### config.mk
export PLATFORM = sky130hd
export DESIGN_NAME = gssm_status_mux
export DESIGN_NICKNAME = d
export VERILOG_FILES = /design/src/rtl/gssm_pkg.sv /design/src/rtl/gssm_status_mux.sv
export SDC_FILE = /design/constraint.sdc
export NUM_CORES = 1
export LEC_CHECK = 0
export BUFFER_PORTS_ARGS = -buffer_cell sky130_fd_sc_hd__clkbuf_2
export CAP_MARGIN = 20
export CORE_ASPECT_RATIO = 0.8
export CORE_MARGIN = 5
export CORE_UTILIZATION = 45
export CTS_CLUSTER_DIAMETER = 120
export DETAILED_ROUTE_END_ITERATION = 8
export HOLD_SLACK_MARGIN = 0.05
export PLACE_DENSITY_LB_ADDON = 0.25
export SKIP_CTS_REPAIR_TIMING = 1
export SLEW_MARGIN = 15
export SYNTH_ARGS = -nofsm -noshare
export SYNTH_HDL_FRONTEND = slang
export SYNTH_SLANG_ARGS = --single-unit
### constraint.sdc
create_clock -name mclk -period 2.4 [get_ports mclk]
set_input_delay 0.48 -clock mclk [delete_from_list [all_inputs] [get_ports mclk]]
set_output_delay 0.48 -clock mclk [all_outputs]
set_load 0.01 [all_outputs]
### src/rtl/gssm_pkg.sv
// Purpose: constants for the gpio status select mux
// Assumes: byte addressed avalon slave, one 32-bit word per register
// Notes:   status codes keep bit 7 set; bits 6:0 are the function code
package gssm_pkg;
	// ----------------------------------------------------------------
	// register offsets
	// ----------------------------------------------------------------
	localparam logic [7:0]  GSSM_OFS_PIN_CFG   = 8'h00;
	localparam logic [7:0]  GSSM_OFS_FAIL_MASK = 8'h20;
	localparam logic [7:0]  GSSM_OFS_PIN_STATE = 8'h24;
	localparam logic [7:0]  GSSM_OFS_IRQ_STAT  = 8'h28;
	localparam logic [7:0]  GSSM_OFS_IRQ_MASK  = 8'h2C;
	localparam logic [7:0]  GSSM_OFS_LIVE      = 8'h30;

	// ----------------------------------------------------------------
	// fields and reset values
	// ----------------------------------------------------------------
	localparam int          GSSM_CFG_CODE_W    = 7;
	localparam int          GSSM_CFG_STAT_BIT  = 7;
	localparam logic [7:0]  GSSM_CFG_RST       = 8'h00;
	localparam logic [15:0] GSSM_FAIL_MASK_RST = 16'hFFFF;
	localparam int          GSSM_NUM_EVT       = 6;
	localparam logic [5:0]  GSSM_IRQ_MASK_RST  = 6'h00;
	localparam int          GSSM_MAX_PINS      = 8;

	// ----------------------------------------------------------------
	// status function codes
	// ----------------------------------------------------------------
	localparam logic [7:0]  GSSM_REF_BASE      = 8'h88;
	localparam logic [7:0]  GSSM_REF_LAST      = 8'hA4;
	localparam logic [2:0]  GSSM_RSUB_FAIL     = 3'h4;
	localparam logic [7:0]  GSSM_DPLL_BASE     = 8'hA8;
	localparam logic [7:0]  GSSM_DPLL_LAST     = 8'hC2;
	localparam logic [3:0]  GSSM_DSUB_NORMAL   = 4'h0;
	localparam logic [3:0]  GSSM_DSUB_HOLD     = 4'h1;
	localparam logic [3:0]  GSSM_DSUB_RSEL_HI  = 4'h2;
	localparam logic [3:0]  GSSM_DSUB_RSEL_LO  = 4'h3;
	localparam logic [3:0]  GSSM_DSUB_LOCK1    = 4'h8;
	localparam logic [3:0]  GSSM_DSUB_LOCK3    = 4'hA;

	typedef enum logic [1:0] {
		GSSM_DPLL_NORMAL,
		GSSM_DPLL_HOLDOVER,
		GSSM_DPLL_FREERUN
	} gssm_dpll_state_type;
endpackage

### src/rtl/gssm_status_mux.sv
// Purpose: routes reference monitor and dpll status onto gpio pins
// Assumes: all status inputs come from logic on mclk
// Notes:   pin outputs are registered, one cycle behind their source
//
// Summary of operation
// - ref0 failure code shows unmasked combined failure
// - mask bit one lets source through
// - ref1 codes select its five indications
// - ref2 codes select its five indications
// - ref3 codes select its five indications
// - dpll0 normal code high while tracking
// - dpll0 holdover code high in holdover
// - two codes give dpll0 reference bits
// - first dpll0 lock indicator passed through
// - second dpll0 lock indicator passed through
// - third dpll0 lock indicator passed through
// - dpll1 normal and holdover like dpll0
// - two codes give dpll1 reference bits
// - three codes give dpll1 lock indicators
// - seven-bit code per pin picks function
// - ref0 codes select its five indications
//
// The Avalon-MM register port and the register offsets were left to the implementer.
`timescale 1ns/1ps
`default_nettype none

module gssm_status_mux
	import gssm_pkg::*;
#(
	parameter int NUM_PINS = 4
) (
	input  wire logic                 mclk,
	input  wire logic                 arst_n,
	input  wire logic [7:0]           avs_address,
	input  wire logic                 avs_read,
	input  wire logic                 avs_write,
	input  wire logic [31:0]          avs_writedata,
	output logic [31:0]               avs_readdata,
	output logic                      avs_waitrequest,
	input  wire logic [3:0]           signal_absent_input,
	input  wire logic [3:0]           single_cycle_check,
	input  wire logic [3:0]           coarse_freq_check,
	input  wire logic [3:0]           guard_soak_timer,
	input  wire gssm_dpll_state_type  dpll0_state,
	input  wire gssm_dpll_state_type  dpll1_state,
	input  wire logic [1:0]           dpll0_ref_sel,
	input  wire logic [1:0]           dpll1_ref_sel,
	input  wire logic [2:0]           dpll0_lock,
	input  wire logic [2:0]           dpll1_lock,
	output logic [NUM_PINS-1:0]       gpio_out,
	output logic [NUM_PINS-1:0]       gpio_oe,
	output logic                      irq
);

	// ----------------------------------------------------------------
	// elaboration check
	// ----------------------------------------------------------------
	if (NUM_PINS < 1 || NUM_PINS > GSSM_MAX_PINS) begin : g_bad_pins
		$error("NUM_PINS must lie between 1 and 8");
	end

	// ----------------------------------------------------------------
	// status selection
	// ----------------------------------------------------------------
	// ref_bits[r] = {fail, guard, coarse, single, absent}
	// dpll_bits[d] indexed by sub code, holes read zero
	function automatic logic gssm_select(
		input logic [7:0]       sel,
		input logic [3:0][4:0]  ref_bits,
		input logic [1:0][15:0] dpll_bits
	);
		logic [7:0] off;
		logic       res;
		res = 1'b0;
		if (sel >= GSSM_REF_BASE && sel <= GSSM_REF_LAST) begin
			off = sel - GSSM_REF_BASE;
			if (off[2:0] <= GSSM_RSUB_FAIL) begin
				res = ref_bits[off[4:3]][off[2:0]];
			end
		end else if (sel >= GSSM_DPLL_BASE && sel <= GSSM_DPLL_LAST) begin
			off = sel - GSSM_DPLL_BASE;
			res = dpll_bits[off[4]][off[3:0]];
		end
		return res;
	endfunction

	logic [NUM_PINS-1:0][7:0] cfg_reg;
	logic [15:0]              fail_mask_reg;
	logic [3:0]               ref_fail;
	logic [3:0][4:0]          ref_bits;
	logic [1:0][15:0]         dpll_bits;
	logic [NUM_PINS-1:0]      gpio_out_reg;

	always_comb begin
		for (int r = 0; r < 4; r++) begin
			ref_fail[r] = |({guard_soak_timer[r], coarse_freq_check[r],
				single_cycle_check[r], signal_absent_input[r]}
				& fail_mask_reg[4*r +: 4]);
			ref_bits[r] = {ref_fail[r], guard_soak_timer[r], coarse_freq_check[r],
				single_cycle_check[r], signal_absent_input[r]};
		end
	end

	always_comb begin
		dpll_bits = '0;
		dpll_bits[0][GSSM_DSUB_NORMAL]  = (dpll0_state == GSSM_DPLL_NORMAL);
		dpll_bits[0][GSSM_DSUB_HOLD]    = (dpll0_state == GSSM_DPLL_HOLDOVER);
		dpll_bits[0][GSSM_DSUB_RSEL_HI] = dpll0_ref_sel[1];
		dpll_bits[0][GSSM_DSUB_RSEL_LO] = dpll0_ref_sel[0];
		dpll_bits[0][GSSM_DSUB_LOCK3:GSSM_DSUB_LOCK1] = dpll0_lock;
		dpll_bits[1][GSSM_DSUB_NORMAL]  = (dpll1_state == GSSM_DPLL_NORMAL);
		dpll_bits[1][GSSM_DSUB_HOLD]    = (dpll1_state == GSSM_DPLL_HOLDOVER);
		dpll_bits[1][GSSM_DSUB_RSEL_HI] = dpll1_ref_sel[1];
		dpll_bits[1][GSSM_DSUB_RSEL_LO] = dpll1_ref_sel[0];
		dpll_bits[1][GSSM_DSUB_LOCK3:GSSM_DSUB_LOCK1] = dpll1_lock;
	end

	// registering keeps the pin free of decode glitches on code change
	for (genvar p = 0; p < NUM_PINS; p++) begin : g_pin
		always_ff @(posedge mclk or negedge arst_n) begin
			if (!arst_n) begin
				gpio_out_reg[p] <= 1'b0;
			end else if (cfg_reg[p][GSSM_CFG_STAT_BIT]) begin
				gpio_out_reg[p] <= gssm_select(cfg_reg[p], ref_bits, dpll_bits);
			end else begin
				gpio_out_reg[p] <= 1'b0;
			end
		end
		assign gpio_oe[p] = cfg_reg[p][GSSM_CFG_STAT_BIT];
	end

	assign gpio_out = gpio_out_reg;

	// ----------------------------------------------------------------
	// avalon slave
	// ----------------------------------------------------------------
	// fixed one wait state: data sampled when waitrequest drops
	logic        ack_reg;
	logic        req;
	logic        wr_fire;
	logic [31:0] readdata_reg;
	logic [31:0] rd_next;
	logic [5:0]  irq_stat_reg;
	logic [5:0]  irq_mask_reg;

	assign req             = avs_read | avs_write;
	assign avs_waitrequest = req & ~ack_reg;
	assign wr_fire         = avs_write & ack_reg;
	assign avs_readdata    = readdata_reg;

	always_ff @(posedge mclk or negedge arst_n) begin
		if (!arst_n) begin
			ack_reg <= 1'b0;
		end else begin
			ack_reg <= req & ~ack_reg;
		end
	end

	always_comb begin
		rd_next = '0;
		if (avs_address < GSSM_OFS_PIN_CFG + 8'(4 * NUM_PINS)
			&& avs_address[1:0] == 2'h0) begin
			rd_next[7:0] = cfg_reg[avs_address[4:2]];
		end else begin
			unique case (avs_address)
				GSSM_OFS_FAIL_MASK: rd_next[15:0] = fail_mask_reg;
				GSSM_OFS_PIN_STATE: rd_next[NUM_PINS-1:0] = gpio_out_reg;
				GSSM_OFS_IRQ_STAT:  rd_next[5:0] = irq_stat_reg;
				GSSM_OFS_IRQ_MASK:  rd_next[5:0] = irq_mask_reg;
				GSSM_OFS_LIVE:      rd_next[5:0] = {dpll1_state == GSSM_DPLL_HOLDOVER,
					dpll0_state == GSSM_DPLL_HOLDOVER, ref_fail};
				default:            rd_next = '0;
			endcase
		end
	end

	always_ff @(posedge mclk or negedge arst_n) begin
		if (!arst_n) begin
			readdata_reg <= '0;
		end else if (avs_read & ~ack_reg) begin
			readdata_reg <= rd_next;
		end
	end

	// ----------------------------------------------------------------
	// configuration registers
	// ----------------------------------------------------------------
	for (genvar p = 0; p < NUM_PINS; p++) begin : g_cfg
		always_ff @(posedge mclk or negedge arst_n) begin
			if (!arst_n) begin
				cfg_reg[p] <= GSSM_CFG_RST;
			end else if (wr_fire && avs_address == GSSM_OFS_PIN_CFG + 8'(4 * p)) begin
				cfg_reg[p] <= avs_writedata[7:0];
			end
		end
	end

	always_ff @(posedge mclk or negedge arst_n) begin
		if (!arst_n) begin
			fail_mask_reg <= GSSM_FAIL_MASK_RST;
		end else if (wr_fire && avs_address == GSSM_OFS_FAIL_MASK) begin
			fail_mask_reg <= avs_writedata[15:0];
		end
	end

	// ----------------------------------------------------------------
	// interrupts
	// ----------------------------------------------------------------
	// events: rise of each ref failure, entry into holdover per dpll
	logic [5:0] evt_lvl;
	logic [5:0] evt_prev_reg;
	logic [5:0] evt_pulse;

	assign evt_lvl   = {dpll1_state == GSSM_DPLL_HOLDOVER,
		dpll0_state == GSSM_DPLL_HOLDOVER, ref_fail};
	assign evt_pulse = evt_lvl & ~evt_prev_reg;

	always_ff @(posedge mclk or negedge arst_n) begin
		if (!arst_n) begin
			evt_prev_reg <= '0;
		end else begin
			evt_prev_reg <= evt_lvl;
		end
	end

	// a new event beats a clear landing in the same cycle
	always_ff @(posedge mclk or negedge arst_n) begin
		if (!arst_n) begin
			irq_stat_reg <= '0;
		end else if (wr_fire && avs_address == GSSM_OFS_IRQ_STAT) begin
			irq_stat_reg <= (irq_stat_reg & ~avs_writedata[5:0]) | evt_pulse;
		end else begin
			irq_stat_reg <= irq_stat_reg | evt_pulse;
		end
	end

	always_ff @(posedge mclk or negedge arst_n) begin
		if (!arst_n) begin
			irq_mask_reg <= GSSM_IRQ_MASK_RST;
		end else if (wr_fire && avs_address == GSSM_OFS_IRQ_MASK) begin
			irq_mask_reg <= avs_writedata[5:0];
		end
	end

	assign irq = |(irq_stat_reg & irq_mask_reg);
endmodule

`default_nettype wire

* Word-level counts from Yosys, hierarchy flattened
Cells that the tools add are included.
** Word-level totals
- Input bits :: 74
- Flip-flop bits (word level) :: 103
- Word-level logic and storage cells :: 167
- Output and inout port bits :: 42
** Cells by class
- $add $sub $neg :: 8
- Mux-type cells :: 56
- Order comparisons :: 38
- Equality and inequality tests :: 10
- Reduce and logical (&&, ||, !) cells :: 25
- Bitwise operators :: 16
** Operator list (count)
- $ge 8x8->1 const B :: 8
- $le 8x8->1 const B :: 8
- $mux 16 :: 4
- $mux 11 :: 4
- $bmux 5 s2 :: 4
- $eq 8x6->1 const B :: 5
- $sub 5x4->5 const B :: 8
- $mux 1 :: 24
- $mux 8 :: 3
- $lt 4x5->1 const B :: 4
- $mux 5 :: 4
- $pmux 4 s5 :: 1
- $and 6x6->6 :: 3
- $and 4x4->4 :: 4
- $bmux 1 s4 :: 4
- $bmux 8 s2 :: 1
- $eq 8x4->1 const B :: 2
- $logic_and 1x1->1 :: 16
- $lt 3x4->1 const B :: 4
- $reduce_or 4->1 :: 4
- $bmux 1 s3 :: 4
- $le 3x3->1 const B :: 4
- $lt 2x3->1 const B :: 4
- $not 6->6 :: 2
- 15 further kinds :: 24

* Depth between registers and ports, before layout
Gate-level depths: netlist (run 1).
- Depth in word-level cells :: 9
- Gate-level depth with buffers :: 9
- Gate-level depth less buffers :: 7

* Worst setup path before layout (run 1)
OpenSTA, ideal clock, no wires.
- Path type :: register -> register
- Start :: register cfg_reg[19] in the netlist's numbering
- End :: register gpio_out_reg[2], in the netlist gpio_out[2]
- Data arrival time :: 2.236 ns
- Setup time :: 0.131 ns
- Path slack :: 0.033 ns
- Buffers on the path :: 2
- Clock period less this slack :: 2.367 ns
- Data required time :: 2.269 ns
- Cell stages (with the launch flop) :: 9
- Cells stage by stage :: dfrtp_1 buf_2 inv_1 ha_1 clkbuf_1 mux4_2 mux4_2 o2111ai_1 o21ai_0
** Between the ends
- Word-level cells in the longest chain between the ends :: 8
- Elaborated cells on any way between the ends :: 20
- Classes of those cells :: 2 x add/sub; 4 x order compare; 12 x mux; 2 x reduce/logical
** RTL lines
- from (decl) :: line gssm_status_mux.sv:87 : logic [NUM_PINS-1:0][7:0] cfg_reg;
- from (signal, indexed assignment) :: line gssm_status_mux.sv:193 : cfg_reg[p] <= avs_writedata[7:0];
- $sub 5x4->5 :: line gssm_status_mux.sv:76, gssm_status_mux.sv:81
- $mux 11 (not written as such) or $bmux 5 s2 (tied branches) :: line gssm_status_mux.sv:82, gssm_status_mux.sv:78
- $mux 16 (not written as such) or $mux 5 (tied branches) :: line gssm_status_mux.sv:82, gssm_status_mux.sv:78
- $bmux 1 s4 or $bmux 1 s3 (tied branches) :: line gssm_status_mux.sv:82, gssm_status_mux.sv:78
- $mux 1 (on tied branches) :: line gssm_status_mux.sv:82, gssm_status_mux.sv:78
- $mux 1 (on tied branches) :: line gssm_status_mux.sv:80, gssm_status_mux.sv:77
- $mux 1 (*) :: line gssm_status_mux.sv:75 : if (sel >= GSSM_REF_BASE && sel <= GSSM_REF_LAST) begin
- $mux 1 (*) :: line gssm_status_mux.sv:123 : end else if (cfg_reg[p][GSSM_CFG_STAT_BIT]) begin
- to (signal, indexed assignment) :: line gssm_status_mux.sv:124 : gpio_out_reg[p] <= gssm_select(cfg_reg[p], ref_bits, dpll_bits);
- to (decl) :: line gssm_status_mux.sv:92 : logic [NUM_PINS-1:0] gpio_out_reg;
Every way passes the cells marked *; elsewhere a longest branch is shown, timed or not. The select of a mux whose other input is x is not followed.
A chain may end at the register's enable or synchronous reset.

* Worst setup path after layout (run 1)
- Start :: register cfg_reg[12] in the netlist's numbering
- End :: register gpio_out_reg[1], in the netlist gpio_out[1]
Same word-level chain as after synthesis.

==> results.py, run 1 <==
metrics = {
    "status": {
        "outcome": "complete, no violations",
    },
    "global_route": {
        "grt_pass1_vias": 4387,
        "grt_antenna_before_repair": 0,
        "overflow": 0,
        "grt_util_all_layers": 0.228,
        "grt_max_degree": 45,
        "grt_pass1_wl_mm": 25.5,
    },
    "synthesis": {
        "yosysSeqAreaShare": 0.389,
        "yosys.area.top_type": "dfrtp_1",
        "yosysUniqueCellTypes": 60,
        "synth-edff-count": 0,
        "synthFlopType": "dfrtp_1",
        "synth-seq-cells": 87,
        "yosysWarningCount": 0,
        "syn_area_um2": 5650,
        "netlist_instances": 502,
        "synthArstFlopShare": 1.00,
        "synthTopCellsByArea": "dfrtp_1, mux4_2, mux2_2, dfstp_2, nand2_1",
        "avgSynthCellArea_um2": 11.2,
        "synth_top_area_frac": 0.315,
    },
    "floorplanning": {
        "die_h_um": 110,
        "ioPinCount": 116,
        "core-area_um2": 12300,
        "fp.dieW_um": 135,
        "rows": 36,
        "die_area_um2": 14900,
        "start_util": 0.461,
    },
    "layout": {
        "fin_util": 0.539,
        "multi_input_area_um2": 3110,
        "final_cell_mix": "clkbuf_2, dfrtp_1, nand2_1, mux2_2",
        "fillers": 1116,
        "area_growth_pct": 17.1,
        "finish.net_count": 674,
        "regArea_um2": 2200,
        "antenna_cells": 0,
        "fin_area_um2": 6610,
        "largest_register_ffs": 28,
        "drive_gt1_frac": 0.415,
        "final_common_cell": "clkbuf_2",
        "instances_no_fill": 769,
    },
    "power": {
        "p_per_area_nw_per_um2": 559,
        "p_leak_nw": 2.95,
        "finalPower_mw": 3.69,
        "irDropWorstVdd_uv": 342,
    },
    "min_path": {
        "min_to": "fail_mask_reg[10]",
        "whs_path_depth": 2,
        "hp-class": "primary input to flop",
        "holdCritStartpoint": "avs_writedata[10]",
    },
    "route": {
        "ant_nets": 0,
        "vias_per_cell": 5.86,
        "drc_errors": 0,
        "drtIter0Drc": 372,
        "drt-total-wl_mm": 16.7,
        "dr_total_vias": 4507,
        "drtPass1Iterations": 5,
        "wire_per_inst_um": 21.7,
    },
    "sta": {
        "hold_viol": 0,
        "rsz0062_at_grt": "false",
        "fin_crit_ns": 2.25,
        "fin_ws_ns": 0.152,
        "fmax_mhz": 445,
        "fin_crit_sh": 0.937,
        "slew_headroom": 0.640,
        "finClkSkew_ns": 0.00883,
        "fin_tns_setup_ns": 0,
        "fin_hold_ws_ns": 0.368,
        "slew_viol_final": 0,
        "worst_pin_slew_ns": 0.540,
        "setup_viol": 0,
    },
    "clock_tree": {
        "clkTransAtPathRegs_ns": 0.07,
        "clkSinkCount": 87,
        "cts_tree": "built",
        "h-tree-depth": 3,
        "clockBufferDepth": 2,
        "cts_buffers": 9,
        "clkLatencyLatePin_ns": 0.35,
        "root_buffer": "clkbuf_16",
    },
    "worst_setup_path": {
        "reg2reg_setup_slack_ns": 0.15,
        "path_cells": "inv_1 > ha_1 > mux4_2 > mux2i_1 > o22ai_1 > a31oi_1 > mux2i_1",
        "worstPathArrival_ns": 2.44,
        "cp_common_cell": "mux2i_1",
        "endpoint_kind": "flop",
        "r2r-end": "gpio_out[1]",
        "reg2regPathDepth": 7,
        "cp-start-kind": "flop",
        "critPathKind": "flop to flop",
        "path_buf_inv": 1,
        "worst_path_max_delay_cell": "ha_1",
        "cp.required_ns": 2.59,
        "reg2reg_from": "cfg_reg[12]",
        "crit_path_max_fanout": 10,
        "crit_family": "multiplexers",
        "critPathMaxStageDelay_ns": 0.61,
    },
    "place": {
        "place_ws_ns": 0.0344,
        "place_area_um2": 6290,
        "gp_congestion": 0.954,
        "numPortBuffers": 83,
        "post-place-cells": 752,
        "dp_hpwl_mm": 12.9,
    },
    "job": {
        "maxCapViolCount": 0,
    },
}
[power breakdown]
| part | switching (mW) | leakage, nW | internal (mW) |
|---|---|---|---|
| Clock | 0.641 | 0.143 | 0.818 |
| Combinational | 0.335 | 1.74 | 0.286 |
| Sequential | 0.0671 | 1.06 | 1.54 |
| Total | 1.04 | 2.95 | 2.65 |
[worst max path at each step]
stage,start,endpoint,slack [ns],cells after the start
after detailed placement,avs_address[1],cfg_reg[14],0.03,5
after floorplan,cfg_reg[19],gpio_out[2],0.03,8
after global routing,cfg_reg[12],gpio_out[1],0.01,7
after global placement,avs_address[1],cfg_reg[10],0.05,5
after CTS,cfg_reg[4],gpio_out[0],0.13,7
final,cfg_reg[12],gpio_out[1],0.15,7
[layout make-up]
class | count | share of cell area
repair buffers | 120 | 0.109
inverters | 16 | 0.00909
well taps | 171 | 0.0324
clock buffers | 9 | 0.0341
flip-flops and latches | 87 | 0.332
clock inverters | 7 | 0.0121
multi-input cells | 359 | 0.470
[logic make-up (layout without fill, tap and decap cells)]
kind of cell / after synthesis / after routing / synth area share
xor+xnor: 8 / 8 / 0.0124
compound gates: 110 / 110 / 0.130
simple gates: 124 / 124 / 0.119
other cells: 1 / 16 / 0.000664
fa+ha+maj: 7 / 7 / 0.0155
mux: 94 / 94 / 0.263
buf+inv: 71 / 152 / 0.0705
flops: 87 / 87 / 0.389
[layer usage]
| layer | routed length [um] | vias to the layer above | track usage |
|---|---|---|---|
| met3 | 1750 | 16 | 0.0699 |
| met1 | 7460 | 2241 | 0.336 |
| met5 | 0 | - | 0 |
| li1 | - | 2030 | - |
| met4 | 247 | 0 | 0.0532 |
| met2 | 7260 | 220 | 0.332 |
[synth_stat cells (all sizes together), types with 2 or more instances]
| master | instances |
|---|---|
| o2111ai | 2 |
| and3 | 3 |
| mux4 | 38 |
| a211oi | 2 |
| buf | 40 |
| nor2b | 7 |
| nor2 | 21 |
| nand3b | 3 |
| a311oi | 2 |
| o31ai | 3 |
| inv | 16 |
| o21ai | 38 |
| or4b | 2 |
| nand2 | 51 |
| a21o | 5 |
| o22ai | 3 |
| ha | 7 |
| and4 | 2 |
| nand2b | 6 |
| a221oi | 4 |
| dfstp | 16 |
| nand4b | 2 |
| a32o | 3 |
| xnor2 | 8 |
| or4 | 3 |
| nand3 | 7 |
| dfrtp | 71 |
| a21oi | 8 |
| a22o | 10 |
| clkbuf | 15 |
| mux2 | 47 |
| nor4 | 2 |
| nor3b | 4 |
| nor3 | 5 |
| or2 | 2 |
| mux2i | 9 |
| a31oi | 9 |
| a22oi | 14 |
[worst register-to-register path, stage by stage, from the launching register on]
cell     delay [ns]
dfrtp_1        0.41
inv_1          0.10
ha_1           0.61
mux4_2         0.38
mux2i_1        0.20
o22ai_1        0.11
a31oi_1        0.15
mux2i_1        0.15
(Power assumes the default switching activity.)
==> run 2: changes to the inputs <==
ABC_AREA = 0   (was default)
CELL_PAD_IN_SITES_DETAIL_PLACEMENT = 0   (was default)
CELL_PAD_IN_SITES_GLOBAL_PLACEMENT = 1   (was default)
CORE_UTILIZATION = 39   (was 45)
==> run 2 against run 1 <==
Effect of this change: sequential share of layout area decreased by 0.27 points; global-route usage decreased by 2.0 points; critical path depth increased by 1; fmax decreased by 4.3%; count of clock-buffer cells in the layout unchanged; via count increased by 1.8%; worst setup slack got worse by 0.10 ns; routed wire length increased by 4.1%; combinational power increased by 2%; clock skew increased by 0.0011 ns; flip-flop and latch count unchanged; critical endpoint is now gpio_out[3]; largest cell class unchanged.
==> results.py, run 2 (synthesized netlist as in run 1, its figures left out) <==
metrics = {
    "status": {
        "outcome": "complete, no violations",
    },
    "worst_setup_path": {
        "cp-startpoint": "cfg_reg[28]",
        "cp-start-kind": "flop",
        "crit_path_max_fanout": 6,
        "r2r-end": "gpio_out[3]",
        "reg2regPathDepth": 8,
        "endpoint_kind": "flop",
        "worstSetupEndpoint": "gpio_out[3]",
        "reg2reg_setup_slack_ns": 0.05,
        "reg2reg_from": "cfg_reg[28]",
        "cp.required_ns": 2.61,
        "critPathKind": "flop to flop",
        "worstPathArrival_ns": 2.56,
    },
    "sta": {
        "fin_crit_sh": 0.978,
        "rsz0062_at_grt": "false",
        "hold_viol": 0,
        "finClkSkew_ns": 0.00995,
        "fmax_mhz": 426,
        "setup_viol": 0,
        "slew_viol_final": 0,
        "slew_headroom": 0.651,
        "worst_pin_slew_ns": 0.523,
        "fin_crit_ns": 2.35,
        "fin_tns_setup_ns": 0,
        "fin_ws_ns": 0.0518,
    },
    "layout": {
        "final_cell_mix": "clkbuf_2, dfrtp_1, nand2_1, mux2_2",
        "antenna_cells": 0,
        "largest_register_ffs": 28,
        "area_growth_pct": 18.0,
        "fin_area_um2": 6660,
        "drive_gt1_frac": 0.420,
        "fin_util": 0.468,
        "final_common_cell": "clkbuf_2",
        "finish.net_count": 676,
    },
    "global_route": {
        "grt_pass1_wl_mm": 26.9,
        "overflow": 0,
        "grt_util_all_layers": 0.208,
        "grt_max_degree": 39,
        "grt_pass1_vias": 4453,
        "grt_antenna_before_repair": 0,
    },
    "floorplanning": {
        "ioPinCount": 116,
        "die_area_um2": 17000,
        "core-area_um2": 14200,
        "rows": 39,
        "start_util": 0.396,
        "die_h_um": 118,
        "fp.dieW_um": 145,
    },
    "place": {
        "dp_hpwl_mm": 13.4,
        "place_area_um2": 6350,
        "numPortBuffers": 83,
        "gp_congestion": 0.856,
        "place_ws_ns": 0.00932,
    },
    "clock_tree": {
        "clkTransAtPathRegs_ns": 0.07,
        "clkLatencyLatePin_ns": 0.35,
        "cts_tree": "built",
        "clkSinkCount": 87,
        "h-tree-depth": 3,
        "cts_buffers": 9,
        "root_buffer": "clkbuf_16",
        "clockBufferDepth": 2,
    },
    "power": {
        "finalPower_mw": 3.69,
        "p_leak_nw": 2.97,
        "clockPowerShare": 0.390,
        "irDropWorstVdd_uv": 401,
        "combPwrFrac": 0.171,
        "p_per_area_nw_per_um2": 554,
        "p_int_mw": 2.66,
        "switching_share": 0.280,
        "seq_power_share": 0.439,
        "netSwitchingPower_mw": 1.04,
    },
    "route": {
        "drc_errors": 0,
        "drtIter0Drc": 396,
        "vias_per_cell": 5.85,
        "drt-total-wl_mm": 17.4,
        "wire_per_inst_um": 22.2,
        "dr_total_vias": 4586,
        "ant_nets": 0,
        "drtPass1Iterations": 5,
    },
    "job": {
        "maxCapViolCount": 0,
    },
    "min_path": {
        "hp-class": "primary input to async pin",
    },
}
run 2: cell type report:
type	instances	area (um^2)
sequential	87	2200
tap	184	230
clock buffer	9	225
multi-input combinational	359	3110
fill	1324	7580
clock inverter	7	78.8
inverter	16	60.1
timing repair buffer	122	761
run 2: critical path, stage by stage (launching register included):
cell and delay [ns]:
dfrtp_1 0.40, inv_1 0.08, ha_1 0.51, buf_12 0.17, mux4_2 0.29, a22oi_1 0.20, a31oi_1 0.10, a31oi_1 0.32
o21ai_0 0.15
run 2: per-layer routing:
metal / GRT usage / vias up / wire length (um)
met2: 0.286 / 214 / 7370
met4: 0.0484 / 0 / 282
met3: 0.0467 / 23 / 1500
li1: - / 2041 / -
met5: 0 / - / 0
met1: 0.330 / 2308 / 8250
run 2: worst min path at each step:
stage / cells past startpoint / to / from / slack, ns
after global placement: 1 / avs_readdata[5] / avs_readdata[5] / 0.46
final: 1 / cfg_reg[3] / arst_n / 0.09
after global routing: 1 / cfg_reg[0] / arst_n / 0.12
after detailed placement: 2 / avs_readdata[10] / avs_readdata[10] / 0.47
after CTS: 1 / cfg_reg[0] / arst_n / 0.10
after floorplan: 0 / ack_reg / arst_n / 0.18
run 2: power groups by stage:
stage          Sequential [mW]  Clock (mW)  Combinational, mW
2_1_floorplan             1.61           0              0.386
3_3_place_gp              1.64           0              0.613
3_5_place_dp              1.65           0              0.621
4_1_cts                   1.62        1.47              0.625
5_1_grt                   1.63        1.53              0.680
6_report                  1.62        1.44              0.631
run 2: through the flow:
stage / hold WS (ns) / cells
floorplan: 0.184 / 517
global placement: 0.463 / 768
detailed placement: 0.474 / 768
CTS: 0.103 / 784
global route: 0.116 / 784
finish: 0.0892 / 784
